$ cat src/xp_cfg.svh
// constants of the serial i/o expander: command codes, offsets, resets
`ifndef XP_CFG_SVH
`define XP_CFG_SVH

// ----------------------------------------------------------------------
// serial side: command byte codes and slave address
// ----------------------------------------------------------------------
`define XP_CMD_INPUT    2'h0
`define XP_CMD_OUTPUT   2'h1
`define XP_CMD_POLAR    2'h2
`define XP_CMD_DIR      2'h3
`define XP_CMD_LAST     8'h03
// fixed upper four address bits, value arbitrary
`define XP_ADDR_FIXED   4'h4
`define XP_BIT_LAST     4'h8

// ----------------------------------------------------------------------
// register bus byte offsets
// ----------------------------------------------------------------------
`define XP_AV_INPUT     5'h00
`define XP_AV_OUTPUT    5'h04
`define XP_AV_POLAR     5'h08
`define XP_AV_DIR       5'h0C
`define XP_AV_STAT      5'h10
`define XP_AV_MASK      5'h14

// ----------------------------------------------------------------------
// status bit positions and reset values
// ----------------------------------------------------------------------
`define XP_ST_CHANGE    0
`define XP_ST_WRITE     1
`define XP_ST_STOP      2
`define XP_RST_DIR      8'hFF
`define XP_RST_OUTPUT   8'hFF
`define XP_RST_POLAR    8'h00
`define XP_RST_CAPTURE  8'hFF
`define XP_RST_MASK     3'h0

`endif

$ cat src/xp_pkg.sv
// types of the serial i/o expander
`default_nettype none
package xp_pkg;

	typedef enum logic [8:0] {
		ST_IDLE  = 9'h001,
		ST_ADDR  = 9'h002,
		ST_ACK_A = 9'h004,
		ST_CMD   = 9'h008,
		ST_ACK_C = 9'h010,
		ST_WDATA = 9'h020,
		ST_ACK_W = 9'h040,
		ST_RDATA = 9'h080,
		ST_RACK  = 9'h100
	} xp_state_type;

endpackage : xp_pkg

`default_nettype wire

$ cat src/xp_expander.sv
// eight-bit serial i/o expander with register bus and interrupt
//
// The Avalon-MM slave port and the register addresses were decided locally.
`timescale 1ns/10ps
`default_nettype none
`include "xp_cfg.svh"

// How it works
// - after reset every pin is an input and none is driven.
// - each direction bit decides whether its pin is driven or released.
// - direction, input, output and polarity registers are eight bits, one per pin.
// - the input register follows the pins and the output register holds driven values.
// - a set polarity bit inverts that pin in the input register.
// - every register reads back its current contents.
// - reset returns all registers to defaults and idles the serial machine.
// - the interrupt is asserted while an input pin differs from the captured input.
// - the interrupt is active low and open drain.
// - three address straps form the low bits of the seven-bit slave address.
// - an output pin keeps its last written value until rewritten.
module xp_expander import xp_pkg::*; #(
	parameter int PORT_W = 8
) (
	input  wire logic              sys_clk_i,
	input  wire logic              srst_i,
	input  wire logic              scl_i,
	input  wire logic              sda_i,
	output logic                   sda_o,
	output logic                   sda_oe_o,
	input  wire logic              addr_strap_0_i,
	input  wire logic              addr_strap_1_i,
	input  wire logic              addr_strap_2_i,
	input  wire logic [PORT_W-1:0] port_pins_i,
	output logic      [PORT_W-1:0] port_pins_o,
	output logic      [PORT_W-1:0] port_pins_oe_o,
	output logic                   int_n_o,
	output logic                   int_n_oe_o,
	input  wire logic [4:0]        avs_address,
	input  wire logic              avs_read,
	input  wire logic              avs_write,
	input  wire logic [31:0]       avs_writedata,
	output logic      [31:0]       avs_readdata,
	output logic                   avs_waitrequest,
	output logic                   irq_o
);

	// registers are eight bits wide by construction
	if (PORT_W != 8) begin : g_chk
		$error("xp_expander: PORT_W must be 8");
	end

	// ------------------------------------------------------------------
	// input synchronisers
	// ------------------------------------------------------------------
	logic [1:0]        bus_s;
	logic [2:0]        strap_s;
	logic [PORT_W-1:0] pins_s;

	xp_sync #(.WIDTH(2)) u_sync_bus (
		.sys_clk_i (sys_clk_i),
		.srst_i    (srst_i),
		.d_i       ({scl_i, sda_i}),
		.q_o       (bus_s)
	);
	xp_sync #(.WIDTH(3)) u_sync_strap (
		.sys_clk_i (sys_clk_i),
		.srst_i    (srst_i),
		.d_i       ({addr_strap_2_i, addr_strap_1_i, addr_strap_0_i}),
		.q_o       (strap_s)
	);
	xp_sync #(.WIDTH(PORT_W)) u_sync_pins (
		.sys_clk_i (sys_clk_i),
		.srst_i    (srst_i),
		.d_i       (port_pins_i),
		.q_o       (pins_s)
	);

	// ------------------------------------------------------------------
	// state declarations
	// ------------------------------------------------------------------
	logic [PORT_W-1:0] dir_r,  dir_nxt;
	logic [PORT_W-1:0] out_r,  out_nxt;
	logic [PORT_W-1:0] pol_r,  pol_nxt;
	logic [PORT_W-1:0] cap_r,  cap_nxt;
	logic [PORT_W-1:0] in_val;
	logic [2:0]        stat_r, stat_nxt;
	logic [2:0]        mask_r, mask_nxt;
	logic              wait_r, wait_nxt;
	logic [31:0]       rdat_r, rdat_nxt;
	logic              pend_r, pend_nxt;
	logic              irq_r,  irq_nxt;
	xp_state_type      st_r,   st_nxt;
	logic [3:0]        cnt_r,  cnt_nxt;
	logic [7:0]        sh_r,   sh_nxt;
	logic [7:0]        tx_r,   tx_nxt;
	logic [1:0]        sel_r,  sel_nxt;
	logic              rw_r,   rw_nxt;
	logic              nak_r,  nak_nxt;
	logic              oe_r,   oe_nxt;
	logic              scl_q,  sda_q;
	logic              scl_rise, scl_fall, bus_start, bus_stop;
	logic              i2c_wr, i2c_cap;
	logic              av_ack, av_cap;

	// ------------------------------------------------------------------
	// port pins
	// ------------------------------------------------------------------
	for (genvar i = 0; i < PORT_W; i++) begin : g_pin
		xp_pin_cell u_cell (
			.sys_clk_i (sys_clk_i),
			.srst_i    (srst_i),
			.dir_i     (dir_r[i]),
			.out_i     (out_r[i]),
			.pol_i     (pol_r[i]),
			.pin_i     (pins_s[i]),
			.pin_o     (port_pins_o[i]),
			.pin_oe_o  (port_pins_oe_o[i]),
			.in_o      (in_val[i])
		);
	end

	function automatic logic [7:0] reg_sel(input logic [1:0] s, input logic [7:0] iv,
		input logic [7:0] ov, input logic [7:0] pv, input logic [7:0] dv);
		logic [7:0] r;
		r = iv;
		case (s)
			`XP_CMD_OUTPUT: r = ov;
			`XP_CMD_POLAR:  r = pv;
			`XP_CMD_DIR:    r = dv;
			default:        r = iv;
		endcase
		return r;
	endfunction : reg_sel

	// ------------------------------------------------------------------
	// serial slave
	// ------------------------------------------------------------------
	assign scl_rise  = bus_s[1] & ~scl_q;
	assign scl_fall  = ~bus_s[1] & scl_q;
	assign bus_start = bus_s[1] & scl_q & sda_q & ~bus_s[0];
	assign bus_stop  = bus_s[1] & scl_q & ~sda_q & bus_s[0];

	always_comb begin
		st_nxt  = st_r;
		cnt_nxt = cnt_r;
		sh_nxt  = sh_r;
		tx_nxt  = tx_r;
		sel_nxt = sel_r;
		rw_nxt  = rw_r;
		nak_nxt = nak_r;
		oe_nxt  = oe_r;
		i2c_wr  = 1'b0;
		i2c_cap = 1'b0;
		if (bus_stop) begin
			st_nxt = ST_IDLE;
			oe_nxt = 1'b0;
		end else if (bus_start) begin
			st_nxt  = ST_ADDR;
			cnt_nxt = 4'h0;
			oe_nxt  = 1'b0;
		end else begin
			case (st_r)
				ST_ADDR, ST_CMD, ST_WDATA: begin
					if (scl_rise) begin
						sh_nxt  = {sh_r[6:0], bus_s[0]};
						cnt_nxt = cnt_r + 4'h1;
					end else if (scl_fall && cnt_r == `XP_BIT_LAST) begin
						oe_nxt = 1'b1;
						if (st_r == ST_ADDR) begin
							// straps give the low address bits
							if (sh_r[7:1] == {`XP_ADDR_FIXED, strap_s}) begin
								st_nxt = ST_ACK_A;
								rw_nxt = sh_r[0];
							end else begin
								st_nxt = ST_IDLE;
								oe_nxt = 1'b0;
							end
						end else if (st_r == ST_CMD) begin
							st_nxt = ST_ACK_C;
							if (sh_r <= `XP_CMD_LAST) begin
								sel_nxt = sh_r[1:0];
							end
						end else begin
							st_nxt = ST_ACK_W;
							i2c_wr = 1'b1;
						end
					end
				end
				ST_ACK_A, ST_ACK_C, ST_ACK_W: begin
					if (scl_fall) begin
						cnt_nxt = 4'h0;
						oe_nxt  = 1'b0;
						if (st_r == ST_ACK_A && rw_r) begin
							st_nxt  = ST_RDATA;
							tx_nxt  = reg_sel(sel_r, in_val, out_r, pol_r, dir_r);
							oe_nxt  = ~tx_nxt[7];
							i2c_cap = (sel_r == `XP_CMD_INPUT);
						end else if (st_r == ST_ACK_A) begin
							st_nxt = ST_CMD;
						end else begin
							st_nxt = ST_WDATA;
						end
					end
				end
				ST_RDATA: begin
					if (scl_fall) begin
						cnt_nxt = cnt_r + 4'h1;
						tx_nxt  = {tx_r[6:0], 1'b0};
						oe_nxt  = ~tx_r[6];
						if (cnt_r == 4'h7) begin
							st_nxt = ST_RACK;
							oe_nxt = 1'b0;
						end
					end
				end
				ST_RACK: begin
					if (scl_rise) begin
						nak_nxt = bus_s[0];
					end else if (scl_fall) begin
						cnt_nxt = 4'h0;
						if (nak_r) begin
							st_nxt = ST_IDLE;
						end else begin
							st_nxt  = ST_RDATA;
							tx_nxt  = reg_sel(sel_r, in_val, out_r, pol_r, dir_r);
							oe_nxt  = ~tx_nxt[7];
							i2c_cap = (sel_r == `XP_CMD_INPUT);
						end
					end
				end
				default: begin
					st_nxt = ST_IDLE;
					oe_nxt = 1'b0;
				end
			endcase
		end
	end

	// reset idles the serial machine
	always_ff @(posedge sys_clk_i) begin
		if (srst_i) begin
			st_r  <= ST_IDLE;
			cnt_r <= 4'h0;
			sh_r  <= 8'h00;
			tx_r  <= 8'h00;
			sel_r <= `XP_CMD_INPUT;
			rw_r  <= 1'b0;
			nak_r <= 1'b1;
			oe_r  <= 1'b0;
			scl_q <= 1'b1;
			sda_q <= 1'b1;
		end else begin
			st_r  <= st_nxt;
			cnt_r <= cnt_nxt;
			sh_r  <= sh_nxt;
			tx_r  <= tx_nxt;
			sel_r <= sel_nxt;
			rw_r  <= rw_nxt;
			nak_r <= nak_nxt;
			oe_r  <= oe_nxt;
			scl_q <= bus_s[1];
			sda_q <= bus_s[0];
		end
	end

	assign sda_o    = 1'b0;
	assign sda_oe_o = oe_r;

	// ------------------------------------------------------------------
	// registers and bus slave
	// ------------------------------------------------------------------
	// one wait cycle, then the answer; readdata stands with it
	assign av_ack = (avs_read | avs_write) & ~wait_r;
	assign av_cap = av_ack & avs_read & (avs_address[4:2] == `XP_AV_INPUT >> 2);

	always_comb begin
		dir_nxt  = dir_r;
		out_nxt  = out_r;
		pol_nxt  = pol_r;
		mask_nxt = mask_r;
		stat_nxt = stat_r;
		rdat_nxt = rdat_r;
		cap_nxt  = cap_r;
		wait_nxt = ~((avs_read | avs_write) & wait_r);
		if (i2c_cap || av_cap) begin
			cap_nxt = pins_s;
		end
		if (avs_read && wait_r) begin
			case ({avs_address[4:2], 2'b00})
				`XP_AV_INPUT:  rdat_nxt = {24'h0, in_val};
				`XP_AV_OUTPUT: rdat_nxt = {24'h0, out_r};
				`XP_AV_POLAR:  rdat_nxt = {24'h0, pol_r};
				`XP_AV_DIR:    rdat_nxt = {24'h0, dir_r};
				`XP_AV_STAT:   rdat_nxt = {29'h0, stat_r};
				`XP_AV_MASK:   rdat_nxt = {29'h0, mask_r};
				default:       rdat_nxt = 32'h0;
			endcase
		end
		if (av_ack && avs_write) begin
			case ({avs_address[4:2], 2'b00})
				`XP_AV_OUTPUT: out_nxt  = avs_writedata[7:0];
				`XP_AV_POLAR:  pol_nxt  = avs_writedata[7:0];
				`XP_AV_DIR:    dir_nxt  = avs_writedata[7:0];
				`XP_AV_MASK:   mask_nxt = avs_writedata[2:0];
				default:       mask_nxt = mask_r;
			endcase
		end
		// serial write lands after a bus write in the same cycle
		if (i2c_wr) begin
			case (sel_r)
				`XP_CMD_OUTPUT: out_nxt = sh_r;
				`XP_CMD_POLAR:  pol_nxt = sh_r;
				`XP_CMD_DIR:    dir_nxt = sh_r;
				default:        out_nxt = out_nxt;
			endcase
		end
		// clear on read, but a new event in that cycle survives
		if (av_ack && avs_read && avs_address[4:2] == `XP_AV_STAT >> 2) begin
			stat_nxt = 3'h0;
		end
		if (pend_nxt && !pend_r) begin
			stat_nxt[`XP_ST_CHANGE] = 1'b1;
		end
		if (i2c_wr) begin
			stat_nxt[`XP_ST_WRITE] = 1'b1;
		end
		if (bus_stop && st_r != ST_IDLE) begin
			stat_nxt[`XP_ST_STOP] = 1'b1;
		end
		irq_nxt = |(stat_nxt & mask_nxt);
	end

	// an input-configured pin that moved from the capture
	assign pend_nxt = |((pins_s ^ cap_r) & dir_r);

	// defaults: all inputs, no inversion
	always_ff @(posedge sys_clk_i) begin
		if (srst_i) begin
			dir_r  <= `XP_RST_DIR;
			out_r  <= `XP_RST_OUTPUT;
			pol_r  <= `XP_RST_POLAR;
			cap_r  <= `XP_RST_CAPTURE;
			mask_r <= `XP_RST_MASK;
			stat_r <= 3'h0;
			wait_r <= 1'b1;
			rdat_r <= 32'h0;
			pend_r <= 1'b0;
			irq_r  <= 1'b0;
		end else begin
			dir_r  <= dir_nxt;
			out_r  <= out_nxt;
			pol_r  <= pol_nxt;
			cap_r  <= cap_nxt;
			mask_r <= mask_nxt;
			stat_r <= stat_nxt;
			wait_r <= wait_nxt;
			rdat_r <= rdat_nxt;
			pend_r <= pend_nxt;
			irq_r  <= irq_nxt;
		end
	end

	assign avs_waitrequest = wait_r;
	assign avs_readdata    = rdat_r;
	assign irq_o           = irq_r;
	assign int_n_o         = 1'b0;
	assign int_n_oe_o      = pend_r;

	// ------------------------------------------------------------------
	// assertions
	// ------------------------------------------------------------------
	AST_RESET_DEFAULTS:
	assert property (@(posedge sys_clk_i) srst_i |=> dir_r == 8'hFF && pol_r == 8'h00
		&& st_r == ST_IDLE && !sda_oe_o)
		else $error("reset did not restore defaults");

	AST_NO_DRIVE_AFTER_RESET:
	assert property (@(posedge sys_clk_i) srst_i ##1 srst_i |=> port_pins_oe_o == 8'h00)
		else $error("pin driven after reset");

	AST_DIR_DRIVE:
	assert property (@(posedge sys_clk_i) disable iff (srst_i)
		!$past(srst_i) |-> port_pins_oe_o == ~$past(dir_r))
		else $error("pin drive does not follow direction");

	AST_OUT_LATCH:
	assert property (@(posedge sys_clk_i) disable iff (srst_i)
		!i2c_wr && !(av_ack && avs_write) |=> $stable(out_r))
		else $error("output latch changed without a write");

	AST_POLARITY:
	assert property (@(posedge sys_clk_i) disable iff (srst_i)
		!$past(srst_i) |-> in_val == ($past(pins_s) ^ $past(pol_r)))
		else $error("input register polarity wrong");

	AST_INT_FOLLOWS:
	assert property (@(posedge sys_clk_i) disable iff (srst_i)
		(|((pins_s ^ cap_r) & dir_r)) |=> int_n_oe_o && !int_n_o)
		else $error("interrupt not asserted on changed input");

	AST_INT_RELEASE:
	assert property (@(posedge sys_clk_i) disable iff (srst_i)
		(i2c_cap || av_cap) ##1 (pins_s == $past(pins_s)) |=> !int_n_oe_o)
		else $error("interrupt not released after input read");

	AST_ADDR_ACK:
	assert property (@(posedge sys_clk_i) disable iff (srst_i)
		st_r == ST_ADDR && scl_fall && cnt_r == 4'h8 && !bus_stop && !bus_start
		&& sh_r[7:1] == {`XP_ADDR_FIXED, strap_s} |=> st_r == ST_ACK_A && sda_oe_o)
		else $error("own address not acknowledged");

	AST_READBACK_DIR:
	assert property (@(posedge sys_clk_i) disable iff (srst_i)
		avs_read && wait_r && avs_address == `XP_AV_DIR && !i2c_wr
		|=> !avs_waitrequest && avs_readdata == {24'h0, $past(dir_r)})
		else $error("direction register read back wrong");

	AST_CMD_SELECT:
	assert property (@(posedge sys_clk_i) disable iff (srst_i)
		st_r == ST_CMD && scl_fall && cnt_r == 4'h8 && !bus_stop && !bus_start
		&& sh_r == 8'h03 |=> sel_r == `XP_CMD_DIR ##0 st_r == ST_ACK_C)
		else $error("command byte did not select register");

endmodule : xp_expander

`default_nettype wire

$ cat src/xp_pin_cell.sv
// one port pin: drive, release and polarity-corrected sample
`timescale 1ns/10ps
`default_nettype none

module xp_pin_cell (
	input  wire logic sys_clk_i,
	input  wire logic srst_i,
	input  wire logic dir_i,
	input  wire logic out_i,
	input  wire logic pol_i,
	input  wire logic pin_i,
	output logic      pin_o,
	output logic      pin_oe_o,
	output logic      in_o
);

	// pins float at reset so nothing fights the pull-up
	always_ff @(posedge sys_clk_i) begin
		if (srst_i) begin
			pin_o    <= 1'b1;
			pin_oe_o <= 1'b0;
			in_o     <= 1'b0;
		end else begin
			pin_o    <= out_i;
			pin_oe_o <= ~dir_i;
			in_o     <= pin_i ^ pol_i;
		end
	end

endmodule : xp_pin_cell

`default_nettype wire

$ cat src/xp_sync.sv
// two-flop synchroniser for pin levels
`timescale 1ns/10ps
`default_nettype none

module xp_sync #(
	parameter int WIDTH = 1
) (
	input  wire logic             sys_clk_i,
	input  wire logic             srst_i,
	input  wire logic [WIDTH-1:0] d_i,
	output logic      [WIDTH-1:0] q_o
);

	logic [WIDTH-1:0] meta_r;

	// first stage feeds only the second stage
	always_ff @(posedge sys_clk_i) begin
		if (srst_i) begin
			// idle-high reset level: no false edge or pin change after reset
			meta_r <= '1;
			q_o    <= '1;
		end else begin
			meta_r <= d_i;
			q_o    <= meta_r;
		end
	end

endmodule : xp_sync

`default_nettype wire
$ cat config.mk
export PLATFORM = sky130hd
export DESIGN_NAME = xp_expander
export DESIGN_NICKNAME = d
export VERILOG_FILES = /design/src/xp_pkg.sv /design/src/xp_expander.sv /design/src/xp_pin_cell.sv /design/src/xp_sync.sv
export VERILOG_INCLUDE_DIRS = /design/src
export SDC_FILE = /design/constraint.sdc
export NUM_CORES = 1
export LEC_CHECK = 0
export ABC_CLOCK_PERIOD_IN_PS = 3190
export BUFFER_PORTS_ARGS = -buffer_cell sky130_fd_sc_hd__buf_4
export CAP_MARGIN = 20
export CORE_MARGIN = 2
export CORE_UTILIZATION = 63
export CTS_BUF_LIST = sky130_fd_sc_hd__clkbuf_4 sky130_fd_sc_hd__clkbuf_8
export DETAILED_ROUTE_END_ITERATION = 16
export GPL_TIMING_DRIVEN = 0
export PLACE_DENSITY = 0.87
export SLEW_MARGIN = 15
export SYNTH_ARGS = -nofsm -noshare
export SYNTH_HDL_FRONTEND = slang
export SYNTH_SLANG_ARGS = --single-unit
$ cat constraint.sdc
create_clock -name sys_clk_i -period 3.19 [get_ports sys_clk_i]
set_clock_uncertainty 0.05 [all_clocks]
set_input_delay 0.319 -clock sys_clk_i [delete_from_list [all_inputs] [get_ports sys_clk_i]]
set_output_delay 0.319 -clock sys_clk_i [all_outputs]
set_load 0.005 [all_outputs]
# Word level (Yosys, flattened, before mapping)
# Index checks and enable logic that the tools add are counted.
[totals]
register_bits = 158
in_bits = 54
output_inout_bits = 54
elab_cells = 249
[op_classes]
n_addsub = 1
magnitude_cmp = 1
n_eq_ne = 37
muxes = 86
bitwise = 44
reduce_logical = 29
[ops]
columns = ["operator", "n"]
rows = [
  ["$mux 8", 25],
  ["$mux 9", 8],
  ["$mux 7", 7],
  ["$pmux 8 s6", 1],
  ["$pmux 9 s4", 1],
  ["$mux 1", 28],
  ["$reduce_and 7->1", 4],
  ["$ne 3x3->1 const B", 8],
  ["$pmux 8 s3", 1],
  ["$not 1->1", 21],
  ["$pmux 7 s3", 1],
  ["$mux 4", 5],
  ["$ne 2x2->1 const B", 9],
  ["$pmux 4 s4", 1],
  ["$mux 3", 4],
  ["$reduce_or 3->1", 4],
  ["$and 1x1->1", 11],
  ["$eq 9x2->1 const B", 1],
  ["$eq 9x3->1 const B", 1],
  ["$eq 9x4->1 const B", 1],
  ["$eq 9x5->1 const B", 1],
  ["$eq 9x6->1 const B", 1],
  ["$eq 9x7->1 const B", 1],
  ["$eq 9x8->1 const B", 1],
  ["other kinds (34)", 52],
]

# Depth between registers and ports, before layout
[logic_depth]
depth_word = 13
mapped_depth = 9
ltp_nobuf = 7

# Modules after synthesis
# From an unflattened synthesis, not the netlist that was laid out.
[hier_totals]
cells_unflattened = 629
hier_area_um2 = 6185.9
[modules_own_cells]
columns = ["mod", "n_inst", "cells_per_inst", "area_each_um2", "seq_area_each_um2"]
rows = [
  ["xp_expander", 1, 520, 4830.9, 1681.6],
  ["xp_pin_cell", 8, 7, 82.6, 60.1],
  ["xp_sync at u_sync_pins", 1, 33, 431.7, 320.3],
  ["xp_sync at u_sync_strap", 1, 12, 157.7, 120.1],
  ["xp_sync at u_sync_bus", 1, 8, 105.1, 80.1],
]

# Least setup slack after synthesis
# OpenSTA, ideal clock, no wires.
[synth_path]
kind = "register to register"
startpoint = "register sel_r[0]"
endpoint = "register tx_r[5]"
setup_ns = 0.116
arrival_time_ns = 1.738
t_required_ns = 3.024
path_slack_ns = 1.286
path_stages_with_launch = 7
path_buffers = 2
synth_period_minus_slack_ns = 1.904
path_cell_list = "dfxtp_1 -> clkbuf_1 -> buf_2 -> mux4_2 -> mux2i_1 -> nor3_1 -> a31o_2"
[synth_via]
elab_chain_len = 12
elab_cells_between_ends = 21
classes_between = "3 x eq/ne; 18 x mux"
[synth_rtl]
columns = ["element", "line", "text"]
rows = [
  ["from (decl)", "xp_expander.sv:95", "logic [1:0] sel_r, sel_nxt;"],
  ["from (signal assigned)", "xp_expander.sv:245", "sel_r <= `XP_CMD_INPUT;"],
  ["from (signal assigned)", "xp_expander.sv:256", "sel_r <= sel_nxt;"],
  ["$eq 2x2->1 / $eq 2x1->1 (equally long branches)", "xp_expander.sv:125", "case (s)"],
  ["$pmux 8 s3 (*)", "xp_expander.sv:125", ""],
  ["$mux 8", "xp_expander.sv:220", "if (nak_r) begin"],
  ["$mux 8", "xp_expander.sv:218", "end else if (scl_fall) begin"],
  ["$mux 8", "xp_expander.sv:216", "if (scl_rise) begin"],
  ["$mux 8", "xp_expander.sv:161", "case (st_r)"],
  ["$mux 8", "xp_expander.sv:156", "end else if (bus_start) begin"],
  ["$mux 8", "xp_expander.sv:153", "if (bus_stop) begin"],
  ["$mux 7", "xp_expander.sv:220", ""],
  ["$mux 7", "xp_expander.sv:218", ""],
  ["$mux 7", "xp_expander.sv:216", ""],
  ["$pmux 7 s3 (*)", "xp_expander.sv:161", ""],
  ["to (signal assigned)", "xp_expander.sv:255", "tx_r <= tx_nxt;"],
  ["to (decl)", "xp_expander.sv:94", "logic [7:0] tx_r, tx_nxt;"],
]
# Mark *: on every way between the ends. The rest lies on a longest branch, timed or not. The select of a mux whose other input is x is not followed.
# A chain may end at the register's enable or synchronous reset.

# Worst setup path after layout
[layout_path]
startpoint = "register st_r[1]"
endpoint = "register pol_r[7]"
[layout_via]
elab_chain_len = 9
elab_cells_between_ends = 12
classes_between = "3 x eq/ne; 8 x mux; 1 x reduce/logical"
[layout_rtl]
columns = ["element", "line", "text"]
rows = [
  ["from (decl)", "xp_expander.sv:91", "xp_state_type st_r, st_nxt;"],
  ["from (signal assigned)", "xp_expander.sv:252", "st_r <= st_nxt;"],
  ["$eq 9x4->1", "xp_expander.sv:161, xp_expander.sv:177", ""],
  ["$mux 1", "xp_expander.sv:177", "end else if (st_r == ST_CMD) begin"],
  ["$mux 1", "xp_expander.sv:168", "if (st_r == ST_ADDR) begin"],
  ["$mux 1", "xp_expander.sv:166", "end else if (scl_fall && cnt_r == `XP_BIT_LAST) begin"],
  ["$mux 1", "xp_expander.sv:163", "if (scl_rise) begin"],
  ["$mux 1 (*)", "xp_expander.sv:161", ""],
  ["$mux 1 (*)", "xp_expander.sv:156", ""],
  ["$mux 1 (*)", "xp_expander.sv:153", ""],
  ["$mux 8 (*)", "xp_expander.sv:308", "if (i2c_wr) begin"],
  ["to (signal assigned)", "xp_expander.sv:340", "pol_r <= `XP_RST_POLAR;"],
  ["to (signal assigned)", "xp_expander.sv:351", "pol_r <= pol_nxt;"],
  ["to (decl)", "xp_expander.sv:82", "logic [PORT_W-1:0] pol_r, pol_nxt;"],
]
# Mark *: on every way between the ends. The rest lies on a longest branch, timed or not.

==> metrics.log <==
[metrics] pre-CTS setup slack: 0.9708 ns
[metrics] highest-count cells in the layout ignoring fill and taps: sky130_fd_sc_hd__dfxtp_1 (134), sky130_fd_sc_hd__nor2_1 (117), sky130_fd_sc_hd__buf_4 (97)
[metrics] Worst EP arrival: 2.55 ns
[metrics] horizontal extent of the die: 103.5 µm
[metrics] Die Y: a little over 100 µm
[metrics] CTS sink cnt: between 100 and 150
[metrics] post-route minimum period: approximately 2.3 ns
[metrics] number of violations reported at the end of detailed-routing iteration 0: 410
[metrics] share of layout cells above drive strength 1: 30.14%
[metrics] part of the cycle the worst path needs: 71.96%
[metrics] status: finished, final reports clean
[metrics] area grow syn2layout: 18.62%
[metrics] # Max-Cap Violations: 0
[metrics] data required time at the worst endpoint: 3.45 ns
[metrics] die area: 10720 µm²
[metrics] fill cell instance count of the final layout: 674
[metrics] total number of nets in the final design: 819
[metrics] core area: 9684 µm²
[metrics] deepest clock path buffer count: 2
[metrics] library cell contributing the largest single delay on the critical path: sky130_fd_sc_hd__nor2_2
[metrics] All-Layer GR Usage: 31.24%
[metrics] average wire per cell in the routed design: 17.95 µm
[metrics] final HPWL from detailed placement: 11.63 mm
[metrics] synthesis-stage register bit count: 134
[metrics] HP Class: in2reg
[metrics] detailed-route vias per instance: 5.641
[metrics] total setup buffers inserted after CTS: 0
[metrics] number of optimization iterations in the first detailed-route pass: 5
[metrics] setup-violating endpoint count in the final report: 0
[metrics] wire length of the first global-routing pass: between 20 and 30 mm
[metrics] Netlist Area Pre-Place: 6242 µm²
[metrics] post-CTS sizing: 0
[metrics] ys async rst share: 0%
[metrics] total power density per cell area: 454.8 nW/µm²
[metrics] clock buffers created by TritonCTS: 17
[metrics] port bufs: 54
[metrics] CP max FO: 10
[metrics] maximum vdd drop: 514.3 µV
[metrics] setup_tns: 0 ns
[metrics] Ys Warns: 0
[metrics] type of destination of the critical path: flop
[metrics] count of vias placed by the detailed router: 5116
[metrics] maximum number of pins on one net before global-route repair: 17
[metrics] post-synthesis sequential area ratio: 42.97%
[metrics] Fin. Hold Viols: 0
[metrics] DRC errors left: 0
[metrics] Post-CTS Hold Buffers: 12
[metrics] worst-case setup margin in the final layout: between 0.8 and 0.9 ns
[metrics] io pins: 108
[metrics] Placer Congestion: 0.9698
[metrics] clock slew at reported path FFs: 0.07 ns
[metrics] number of placement rows: 36
[metrics] aggregate routed wire length: 16.28 mm
[metrics] unrepaired setup endpoints after global routing: false
[metrics] tightest slew margin relative to the limit: 52.13%
[metrics] Leakage: 3.096 nW
[metrics] register containing the most flip-flops in the final layout: st_r
[metrics] cells along the critical path: buf_2 -> nor3_4 -> nand4_2 -> nor2_2 -> nand3b_2 -> buf_6 -> nor2_1 -> a211oi_2
[metrics] number of nets with antenna violations after detailed routing: 0
[metrics] Mean Syn Cell Area: 9.559 µm²
[metrics] TritonCTS clock tree: done
[metrics] count of final max-slew check failures: 0
[metrics] number of enable flip-flop cells after synthesis: 0
[metrics] highest clock frequency the design can meet: roughly 0.44 GHz
[metrics] critical path startpoint category: flop
[metrics] number of instances in the synthesized netlist: 653
[metrics] most common library cell in the layout ignoring fill and taps: sky130_fd_sc_hd__dfxtp_1
[metrics] slew at the pin with the worst max-slew slack: between 0.7 and 0.8 ns
[metrics] type of the worst setup path: reg2reg
[metrics] number of antenna violations at the first check in global routing: 0
[metrics] flip-flop count of the largest register after layout: 9
[metrics] initial core utilization: 64.46%
[metrics] insertion delay of the later-clocked pin in the worst-skew pair: 0.45 ns
[metrics] clock root buffer master: sky130_fd_sc_hd__clkbuf_8
[metrics] number of global-route vias before repair: around 5000
[metrics] H-tree depth: 4
[metrics] remaining global-route overflow: 0
[metrics] most frequently used flop master after synthesis: sky130_fd_sc_hd__dfxtp_1
[metrics] Largest stage delay, worst path: 0.37 ns
[metrics] count of distinct cell types in the synthesized netlist: 70
## final timing paths
check	startpoint	end	slack, ns	depth (start not counted)
max reg2reg	st_r[1]	pol_r[7]	0.89	8
max	st_r[1]	pol_r[7]	0.89	8
min	port_pins_i[0]	u_sync_pins.meta_r[0]	0.02	2
min reg2reg	u_sync_pins.meta_r[4]	u_sync_pins.q_o[4]	0.36	1
## through the flow
step / util [%] / cell area, µm² / hold slack [ns] / power (mW) / instances
global route: 76.43 / 7402 / 0.002497 / 3.475 / 906
finish: 76.46 / 7405 / 0.01557 / 3.368 / 907
CTS: 76.43 / 7402 / 0.004163 / 3.364 / 906
floorplan: - / 6336 / 0.3395 / 1.929 / 678
detailed placement: 71.33 / 6908 / 0.3483 / 2.022 / 865
global placement: 71.33 / 6908 / 0.3426 / 2.016 / 865
## report_power, final
group,internal (mW),switching [mW]
Combinational,0.135,0.133
Clock,0.725,0.636
Sequential,1.71,0.0269
Total,2.57,0.796
## Yosys cell counts, drive strengths merged (6+ instances only)
cell type	n	area, µm²
nor2	118	445.4
xnor2	11	96.34
dfxtp	134	2683
mux4	13	292.8
o21ai	23	118.9
mux2	19	214.0
a211oi	11	87.58
nand2	17	71.32
a31o	6	52.55
nor3	25	141.4
a22oi	11	82.58
xor2	11	96.34
buf	60	449.2
nand4	8	62.56
a21oi	21	105.1
or2	38	237.7
mux2i	34	340.3
clkbuf	21	78.83
## metal layers
metal / global-route usage [%] / wire [µm] / vias to the layer above
li1: - / - / 2432
met1: 41.65 / 6963 / 2409
met2: 49.81 / 7600 / 238
met3: 6.734 / 1303 / 37
met4: 12.45 / 414 / 0
met5: 0 / 0 / -
## kinds of logic (layout without fill, tap and decap cells)
kind of cell	count (synthesis)	count (layout)	synth area share (%)
AO/OA/AOI/OAI	96	96	10.76
XOR/XNOR	22	22	3.087
flip-flops	134	134	42.97
buffers and inverters	86	181	8.759
adder cells (fa/ha/maj)	2	2	0.4008
multiplexers	66	66	13.57
AND/OR/NAND/NOR	246	246	20.39
other	1	27	0.06007
## worst max-delay path, delay by kind of cell, from the launching register on
kind | cells | cell delay (ns)
compound gates | 1 | 0.06
buf+inv | 2 | 0.38
flops | 1 | 0.30
simple gates | 5 | 1.38
## cell type report
class                   count  area (µm²)  area share [%]
clock buffers              20       269.0           3.633
repair buffers             66       525.5           7.097
clock inverters             9       105.1           1.419
plain buffers              81       528.0           7.131
inverters                   5       18.77          0.2535
flip-flops and latches    134        2683           36.23
well taps                 133       166.4           2.247
diodes                      1       2.502         0.03380
multi-input cells         458        3107           41.96
Note: power is estimated with default switching activity, not from simulation.
